**src/cst_params.svh**
```systemverilog
`ifndef CST_PARAMS_SVH
`define CST_PARAMS_SVH
// Behaviour
// Adapter-ok pin low while adapter level is below battery level.
// Charge time is one hour times resistor over 154K; no resistor, no start.
// Error pin low on conditioning failure or thermistor suspension.
// Cell count pin high selects four cells, low selects three.
// Low-cell pin low under 3.25V/cell, or 3.173V/cell for lower grade.
// Unsafe thermistor suspends charging and timer and pulls error low.
// Input-limit pin low while input limiting reduces charge current.
// Grade pin low picks 4.1V cells, open or high picks 4.2V.
// Taper pin latches low at 10% current and holds until cleared.
// Shutdown request high keeps charger off and timer reset.
// Host pulses shutdown high for at least 0.1us to reset.
// Charging pin low while charging, released otherwise.
// Charging pin forced below 1V disables timer and its timeouts.
// Float target is 12.3V, 12.6V, 16.4V or 16.8V by count and grade.
// Start needs adapter above battery, lockout clear, shutdown low.
// Low cell lasting a quarter of charge time ends charge with error.
// Thermistor sampled periodically; acceptable value resumes charge.
// Taper assertion reloads timer so one quarter of time remains.
// Taper indication inhibited while input limiting is active.
// Timer expiry ends charging and releases the charging pin.
// Host restarts by reapplying adapter or pulsing shutdown.
// Without adapter the charger sleeps and stops charging.
// All comparator and pin inputs pass a two-stage synchroniser.

// ---------------------------------------------------------------
// Timing
// ---------------------------------------------------------------
`define CST_CLK_HZ          100000000
`define CST_HOUR_S          3600
`define CST_RT_REF_KOHM     154
`define CST_UNIT_CYCLES     (64'd3600 * 64'd100000000 / 64'd154)
`define CST_THERM_SAMPLE_US 1000
`define CST_THERM_CYCLES    (`CST_THERM_SAMPLE_US * (`CST_CLK_HZ / 1000000))
`define CST_RT_WIDTH        16
`define CST_PRE_WIDTH       36
`define CST_TH_WIDTH        24
`endif

```
**src/cst_pkg.sv**
```systemverilog
package cst_pkg;
  // Synchronised inputs from comparators and strap pins.
  typedef struct packed {
    logic adapterAboveBat;
    logic undervoltageLockout;
    logic lowCell;
    logic thermUnsafe;
    logic taperCmp;
    logic inputLimiting;
    logic rtPresent;
    logic cellCountSelect;
    logic cellVoltageGradeSelect;
    logic shutdownRequest;
    logic timerDefeat;
  } cst_pins_t;

  // Active-low indicator levels: 0 pulls the pin low, 1 releases it.
  typedef struct packed {
    logic adapterOkN;
    logic chargingActiveN;
    logic lowCellIndicatorN;
    logic taperDetectN;
    logic inputLimitActiveN;
    logic errorOutN;
  } cst_status_t;

  typedef enum logic [1:0] {
    FLOAT_12V3, FLOAT_12V6, FLOAT_16V4, FLOAT_16V8
  } cst_float_t;

  typedef enum logic {LOWTH_3V25, LOWTH_3V173} cst_lowth_t;

  typedef enum {
    ST_SLEEP, ST_SHUT, ST_COND, ST_CHARGE, ST_DONE, ST_FAULT
  } cst_state_e_t;
endpackage : cst_pkg

```
**src/cst_charge_sequence_control.sv**
```systemverilog
`timescale 1ns/1ns
`include "cst_params.svh"

module cst_charge_sequence_control #(
  parameter logic [`CST_PRE_WIDTH-1:0] UNIT_CYCLES =
    `CST_PRE_WIDTH'(`CST_UNIT_CYCLES),
  parameter logic [`CST_TH_WIDTH-1:0] THERM_CYCLES =
    `CST_TH_WIDTH'(`CST_THERM_CYCLES)
) (
  // Clock and reset.
  input  wire logic                     clk,
  input  wire logic                     rstn,
  // Comparator results and pin levels, asynchronous to clk.
  input  wire cst_pkg::cst_pins_t       pinsIn,
  input  wire logic [`CST_RT_WIDTH-1:0] rtKohm,
  // Indicator pin levels.
  output       cst_pkg::cst_status_t    status,
  // Controls for the analog loop.
  output logic                          chargeEnable,
  output logic                          sleepMode,
  output       cst_pkg::cst_float_t     floatTarget,
  output       cst_pkg::cst_lowth_t     lowCellThreshold
);
  import cst_pkg::*;

  // ---------------------------------------------------------------
  // State
  // ---------------------------------------------------------------
  typedef struct packed {
    cst_pins_t                 sync1;
    cst_pins_t                 sync2;
    logic [`CST_RT_WIDTH-1:0]  rtSync1;
    logic [`CST_RT_WIDTH-1:0]  rtSync2;
    logic [`CST_RT_WIDTH-1:0]  total;
    cst_state_e_t              st;
    logic [`CST_PRE_WIDTH-1:0] pre;
    logic [`CST_RT_WIDTH-1:0]  elapsed;
    logic [`CST_TH_WIDTH-1:0]  thCnt;
    logic                      thermBad;
    logic                      taper;
    cst_status_t               out;
    logic                      chargeEnable;
    logic                      sleepMode;
    cst_float_t                floatTarget;
    cst_lowth_t                lowTh;
  } cst_core_t;

  cst_core_t cur_ff;
  cst_core_t nxt_cur;

  // Float target from cell count and grade.
  function automatic cst_float_t floatOf(input logic four,
                                         input logic hiGrade);
    cst_float_t f;
    f = FLOAT_12V3;
    case ({four, hiGrade})
      2'b00:   f = FLOAT_12V3;
      2'b01:   f = FLOAT_12V6;
      2'b10:   f = FLOAT_16V4;
      default: f = FLOAT_16V8;
    endcase
    return f;
  endfunction : floatOf

  // ---------------------------------------------------------------
  // Next-state logic
  // ---------------------------------------------------------------
  // Aliases for the synchronised view; only the second stage is read.
  cst_pins_t p;
  logic      running;
  logic      unitTick;
  logic      thermTick;
  logic      timerOn;
  logic      taperSet;
  logic      seqFree;
  logic [`CST_RT_WIDTH-1:0] quarter;

  always_comb begin
    p        = cur_ff.sync2;
    quarter  = {2'b00, cur_ff.total[`CST_RT_WIDTH-1:2]};
    running  = (cur_ff.st == ST_COND) || (cur_ff.st == ST_CHARGE);
    timerOn  = running && !cur_ff.thermBad && !p.timerDefeat;
    unitTick = timerOn && (cur_ff.pre == UNIT_CYCLES - 1'b1);
    thermTick = (cur_ff.thCnt == THERM_CYCLES - 1'b1);
    // Sequencing is free of the adapter, shutdown, lockout and missing-resistor overrides.
    seqFree  = p.adapterAboveBat && !p.shutdownRequest &&
               !p.undervoltageLockout && p.rtPresent;
    // Current decline under input limiting does not count as taper.
    taperSet = (cur_ff.st == ST_CHARGE) && !cur_ff.taper &&
               p.taperCmp && !p.inputLimiting &&
               !cur_ff.thermBad;

    nxt_cur = cur_ff;
    // Two flip-flops before any logic sees a pin.
    nxt_cur.sync1   = pinsIn;
    nxt_cur.sync2   = cur_ff.sync1;
    nxt_cur.rtSync1 = rtKohm;
    nxt_cur.rtSync2 = cur_ff.rtSync1;

    // Thermistor is sampled on a fixed interval, not watched every cycle,
    // so a brief glitch between samples cannot pause the charge.
    nxt_cur.thCnt = thermTick ? '0 : cur_ff.thCnt + 1'b1;
    if (thermTick) begin
      nxt_cur.thermBad = p.thermUnsafe;
    end

    // Unit prescaler runs only while the timer counts.
    if (!timerOn || unitTick) begin
      nxt_cur.pre = '0;
    end else begin
      nxt_cur.pre = cur_ff.pre + 1'b1;
    end
    if (unitTick && cur_ff.elapsed != cur_ff.total) begin
      nxt_cur.elapsed = cur_ff.elapsed + 1'b1;
    end

    // Sequencing; adapter loss and shutdown override everything.
    if (!p.adapterAboveBat) begin
      nxt_cur.st      = ST_SLEEP;
      nxt_cur.elapsed = '0;
      nxt_cur.taper   = 1'b0;
    end else if (p.shutdownRequest || p.undervoltageLockout ||
                 !p.rtPresent) begin
      nxt_cur.st      = ST_SHUT;
      nxt_cur.elapsed = '0;
      nxt_cur.taper   = 1'b0;
    end else begin
      case (cur_ff.st)
        ST_SLEEP, ST_SHUT: begin
          // Resistor value is taken once at start and held for the cycle.
          nxt_cur.total   = cur_ff.rtSync2;
          nxt_cur.elapsed = '0;
          nxt_cur.pre     = '0;
          nxt_cur.st      = p.lowCell ? ST_COND : ST_CHARGE;
        end
        ST_COND: begin
          if (!p.timerDefeat && cur_ff.elapsed >= quarter) begin
            nxt_cur.st = ST_FAULT;
          end else if (!p.lowCell) begin
            nxt_cur.st = ST_CHARGE;
          end
        end
        ST_CHARGE: begin
          if (taperSet) begin
            nxt_cur.taper   = 1'b1;
            nxt_cur.elapsed = cur_ff.total - quarter;
          end else if (!p.timerDefeat &&
                       cur_ff.elapsed == cur_ff.total) begin
            nxt_cur.st = ST_DONE;
          end
        end
        ST_DONE, ST_FAULT: begin
          // Finished; only adapter loss, shutdown, lockout or resistor removal restarts.
          nxt_cur.st = cur_ff.st;
        end
        default: nxt_cur.st = ST_SHUT;
      endcase
    end

    // Outputs, registered from the decided next state and the synchronised pins.
    nxt_cur.out.adapterOkN        = p.adapterAboveBat;
    nxt_cur.out.chargingActiveN   = !((nxt_cur.st == ST_COND) ||
                                      (nxt_cur.st == ST_CHARGE));
    nxt_cur.out.lowCellIndicatorN = !p.lowCell;
    nxt_cur.out.taperDetectN      = !nxt_cur.taper;
    nxt_cur.out.inputLimitActiveN = !p.inputLimiting;
    nxt_cur.out.errorOutN = !((nxt_cur.st == ST_FAULT) ||
                              (!nxt_cur.out.chargingActiveN &&
                               nxt_cur.thermBad));
    nxt_cur.chargeEnable = !nxt_cur.out.chargingActiveN &&
                           !nxt_cur.thermBad;
    nxt_cur.sleepMode   = (nxt_cur.st == ST_SLEEP);
    nxt_cur.floatTarget = floatOf(p.cellCountSelect,
                                  p.cellVoltageGradeSelect);
    nxt_cur.lowTh = p.cellVoltageGradeSelect ? LOWTH_3V25
                                             : LOWTH_3V173;
  end

  // ---------------------------------------------------------------
  // Registers
  // ---------------------------------------------------------------
  always_ff @(posedge clk or negedge rstn) begin
    if (!rstn) begin
      cur_ff                       <= '0;
      cur_ff.st                    <= ST_SLEEP;
      cur_ff.out                   <= '1;
      cur_ff.out.adapterOkN        <= 1'b0;
      cur_ff.sleepMode             <= 1'b1;
    end else begin
      cur_ff <= nxt_cur;
    end
  end

  assign status           = cur_ff.out;
  assign chargeEnable     = cur_ff.chargeEnable;
  assign sleepMode        = cur_ff.sleepMode;
  assign floatTarget      = cur_ff.floatTarget;
  assign lowCellThreshold = cur_ff.lowTh;
endmodule : cst_charge_sequence_control

```
**config.mk**
```make
export PLATFORM = sky130hd
export DESIGN_NAME = cst_charge_sequence_control
export DESIGN_NICKNAME = d
export VERILOG_FILES = /design/src/cst_pkg.sv /design/src/cst_charge_sequence_control.sv
export VERILOG_INCLUDE_DIRS = /design/src
export SDC_FILE = /design/constraint.sdc
export NUM_CORES = 1
export LEC_CHECK = 0
export BUFFER_PORTS_ARGS = -buffer_cell sky130_fd_sc_hd__buf_2
export CORE_MARGIN = 1
export CORE_UTILIZATION = 55
export DETAILED_ROUTE_END_ITERATION = 10
export PLACE_DENSITY = 0.83
export REMOVE_ABC_BUFFERS = 1
export SLEW_MARGIN = 10
export SYNTH_ARGS = -nofsm -noshare
export SYNTH_HDL_FRONTEND = slang
export SYNTH_SLANG_ARGS = --single-unit
```
**constraint.sdc**
```tcl
create_clock -name clk -period 7.59 [get_ports clk]
set_clock_uncertainty 0.15 [all_clocks]
set_input_delay 1.518 -clock clk [delete_from_list [all_inputs] [get_ports clk]]
set_output_delay 1.518 -clock clk [all_outputs]
set_load 0.03 [all_outputs]
```
==> results.md <==
Run status:
- The run finished with clean final reports.

Power and ir drop:
- Dividing total power by cell area gives a power density of 209.0 mW/mm^2.
- Across the VDD grid, the largest voltage drop is 0.2520 mV.
- The total chip power is 1.997 mW.
- The analysis attributes to cell leakage a power of 4.226 nW.

Synthesis:
- After synthesis, the largest family of logic cells by area is simple AND/OR/NAND/NOR gates.
- The flip-flop and latch count after synthesis is 191.
- Synthesis instantiated 61 different standard cells from the library.
- After synthesis, the cell types taking the most area are sky130_fd_sc_hd__dfrtp_1 55%, sky130_fd_sc_hd__xor2_1 5.1%, sky130_fd_sc_hd__ha_1 4.7%.
- The post-synthesis instance area is 0.008457 sq mm.
- The post-synthesis adder-cell area fraction is 4.971%.
- The fraction of synthesized area in multiplexers is 0.7841%.
- The proportion of synthesized chip area in sequential cells is 56.61%.
- The count of warnings emitted by yosys is 0.
- After Yosys synthesis, XOR and XNOR cells account for 9.114% of the synthesized area.
- The area fraction in compound gates after synthesis is 6.821%.
- Synthesis produced a netlist whose cell count is 771.
- The number of flops mapped to enable cells by yosys is 0.
- The share of async-settable or async-resettable flops after synthesis is 100.0%.
- The area fraction in and, or, nand and nor cells after synthesis is 18.63%.
- Of the post-synthesis cell area, the dominant cell type holds 54.74%.
- The most used flip-flop cell after synthesis is sky130_fd_sc_hd__dfrtp_1.
- The average cell area after synthesis is 10.97 sq um.
- The biggest area consumer among synthesized cells is sky130_fd_sc_hd__dfrtp_1.

STA:
- The final hold violation count is 0.
- For the pin with the worst max-slew slack, the measured transition is 934.2 ps.
- The final sum of negative setup slack is 0 ps.
- Dividing the final minimum period by the clock period gives 40.05%.
- Headroom to the max-slew limit came out at 37.72%.
- The total of endpoints with negative setup slack in the final report is 0.
- The maximum clock frequency is 329.0 MHz.
- The count of pins over their slew limit was 0.
- The clock period minus worst slack is 3040 ps.
- Setup repair after global routing left no endpoint under its margin.

Clocking:
- The clock tree synthesis step divided the H-tree into 4 levels.
- The post-cts hold buffer count is 0.
- The CTS tree is done.
- Clock latency on the worst-skew pair, taken at its later pin, is 430 ps.
- The number of clock sinks is 191.
- The longest clock path from root to sink contains 2 buffers.
- The root buffer cell is sky130_fd_sc_hd__clkbuf_16.
- The clock edge transition at the registers on the reported setup and hold paths is 80 ps.
- The clock buffer count from CTS is 17.
- The post-CTS setup buffer count is 0.
- The post-cts gate resize count is 0.

Route:
- Dividing the detail-routed via count by the number of cells gives 5.697.
- The total wirelength of the detailed-routed design is 16.55 mm.
- The detail route stage leaves a number of antenna-violating nets equal to 0.
- For this run, design rule violations remaining after detail routing come to 0.
- In the final routed layout, each cell accounts on average for 15.97 um.
- Across all layers, the routed design uses 5,902 vias.
- The total iterations of the first detailed-routing run is 5.
- The first routing iteration left 611 violations.

Placed design:
- The count of port buffers added during placement is 39.
- The final HPWL from detailed placement is 11.16 mm.
- Once placement completed, the tool counted placed cells totaling 1,004.
- At the end of routability-driven placement, the weighted congestion stood at 0.9526.
- The area of placed instances is 0.008929 sq mm.

Global route:
- The global route total overflow is 0.
- Across every metal layer, demand over resource in global routing totals 22.61%.
- The via count of the first global-routing pass is 5,974.
- The largest net degree at the start of global routing is 118.
- The number of antenna violations at the first check in global routing was 0.
- The first global-routing pass estimated 28.40 mm of wire.

Final layout:
- The net count of the finished layout is 901.
- The number of antenna diodes in the final layout is 0.
- Compared with the post-synthesis result, the final layout area differs by 12.98%.
- The most common cell after layout, fill and taps aside is sky130_fd_sc_hd__dfrtp_1.
- The final cell area excluding filler cells is 0.009554 sq mm.
- The post-route non-filler standard cell count is 1,036.
- The ratio of cells with drive above 1 in the final layout is 12.32%.
- Measured on the finished design, the core utilization comes to 64.76%.
- The library cells used most frequently in the layout, excluding fill and tap cells, are 185 x sky130_fd_sc_hd__dfrtp_1, 83 x sky130_fd_sc_hd__nor2_1, 53 x sky130_fd_sc_hd__nand2_1.

Hold path:
- The worst min-delay path startpoint is cur_ff[166]$_DFF_PN0_.
- The path class of the lowest-slack min-delay path is reg2reg.
- The path with the worst hold slack has its endpoint at cur_ff[150]$_DFF_PN0_.
- The worst hold path passes through 0 cells.

Floorplan:
- 40 I/O pins were placed.
- The overall die width is 126 um.
- The floorplan step defined a die boundary enclosing 0.01588 sq mm.
- The starting density of the core is 57.32%.
- The vertical die dimension is 126 um.
- The row count is 44.
- After floorplanning, the core was sized to cover 0.01475 sq mm.

Worst setup path:
- The sort of element at the start of the critical path is a flip-flop.
- The required time at the endpoint of the critical path is 7770 ps.
- The startpoint of the lowest-slack register-to-register path is cur_ff[125]$_DFFE_PN0P_.
- The kind of cell adding the most delay to the critical path is compound AO/OA/AOI/OAI gates.
- The worst register-to-register path ends at cur_ff[52]$_DFF_PN0_.
- The signal arrival time at the worst endpoint is 3220 ps.
- The critical path capture point type is a flip-flop.
- The signal on the critical path passes through inv_1, ha_1, o21ai_0, a21oi_1, o211ai_1, a31oi_1, o41ai_1, or4b_2, and3_1.
- The maximum fanout encountered on the critical timing path is 4.
- The category of the most critical setup path is reg2reg.
- The slack of the worst reg-to-reg path is 4550 ps.
- The slowest stage of the critical path belongs to the cell sky130_fd_sc_hd__or4b_2.
- The buffering stage count on the worst path with inverters included is 1.
- The critical path's largest stage delay is 650 ps.
- The number of cells traversed by the worst register-to-register path is 9.

Flow run:
- The number of max-cap violations is 0.
[layer usage]
| metal | track usage [%] | wire, um | share of wire (%) | up-vias |
|---|---|---|---|---|
| met3 | 5.055 | 865 | 5.2 | 40 |
| met4 | 7.938 | 374 | 2.3 | 0 |
| li1 | - | - | - | 2780 |
| met1 | 31.06 | 7318 | 44 | 2897 |
| met2 | 35.72 | 7988 | 48 | 185 |
| met5 | 0 | 0 | 0 | - |
[through the flow]
stage               hold slack (ps)  worst slack [ps]
finish                        199.5              4550
global route                  204.3              4313
CTS                           200.9              4553
detailed placement            184.7              4235
global placement              181.7              4276
floorplan                     181.2              4389
[kinds of logic (layout without fill, tap and decap cells)]
| kind of cell | after synthesis | count (layout) |
|---|---|---|
| simple gates | 301 | 301 |
| flops | 191 | 191 |
| compound gates | 91 | 91 |
| xor+xnor | 88 | 88 |
| buf+inv | 60 | 113 |
| fa+ha+maj | 33 | 33 |
| mux | 6 | 6 |
| other cells | 1 | 29 |
[state kept, by name, summed over array words and instances, names as in the netlist]
signal and flops:
chargeEnable 1, cur_ff 180, floatTarget 2, lowCellThreshold 1, sleepMode 1, status 6
[worst max path at each step]
stage / slack [ps] / cells past startpoint / startpoint / endpoint
after floorplan: 4390 / 6 / cur_ff[92]$_DFF_PN0_ / cur_ff[122]$_DFFE_PN0P_
after global placement: 4280 / 2 / rstn / cur_ff[185]$_DFF_PN0_
after detailed placement: 4230 / 2 / rstn / cur_ff[174]$_DFF_PN0_
after CTS: 4550 / 9 / cur_ff[53]$_DFF_PN0_ / cur_ff[52]$_DFF_PN0_
after global routing: 4310 / 9 / cur_ff[53]$_DFF_PN0_ / cur_ff[52]$_DFF_PN0_
final: 4550 / 9 / cur_ff[125]$_DFFE_PN0P_ / cur_ff[52]$_DFF_PN0_
[final cells by class]
class,count,area [sq um]
fillers,1115,5200
clock inverters,14,186.4
clock buffers,18,439.2
well taps,184,230.2
repair buffers,43,234.0
multi-input cells,548,3535
flip-flops and latches,191,4787
inverters,38,142.6
[worst reg2reg max path, stage by stage, from the launching register on]
cell and delay [ps]:
sky130_fd_sc_hd__dfrtp_1 410, sky130_fd_sc_hd__inv_1 100, sky130_fd_sc_hd__ha_1 340, sky130_fd_sc_hd__o21ai_0 90
sky130_fd_sc_hd__a21oi_1 330, sky130_fd_sc_hd__o211ai_1 200, sky130_fd_sc_hd__a31oi_1 310, sky130_fd_sc_hd__o41ai_1 170
sky130_fd_sc_hd__or4b_2 650, sky130_fd_sc_hd__and3_1 200
[cell usage after synthesis, drive strengths merged, types with 2 or more instances]
master,instances
and2,7
or3,11
nor4b,4
nand2b,6
o21a,4
or2,7
nor3b,2
xor2,49
or4,4
nand4,28
and3,13
a2111oi,2
buf,9
o22ai,6
nor4,18
o21ai,31
mux2,5
clkbuf,13
o31ai,3
ha,32
nor2b,3
and4,4
o41ai,2
nand2,53
inv,38
dfstp,6
or4b,2
nor3,15
a21o,2
nor2,83
a31oi,4
a211oi,10
dfrtp,185
o211ai,3
nand3,36
a21oi,16
xnor2,39
[power breakdown]
part	internal, mW	switching [mW]
clock network	0.460	0.447
registers	1.04	0.00813
logic	0.00950	0.0302
Power figures use the tool's default switching activity.
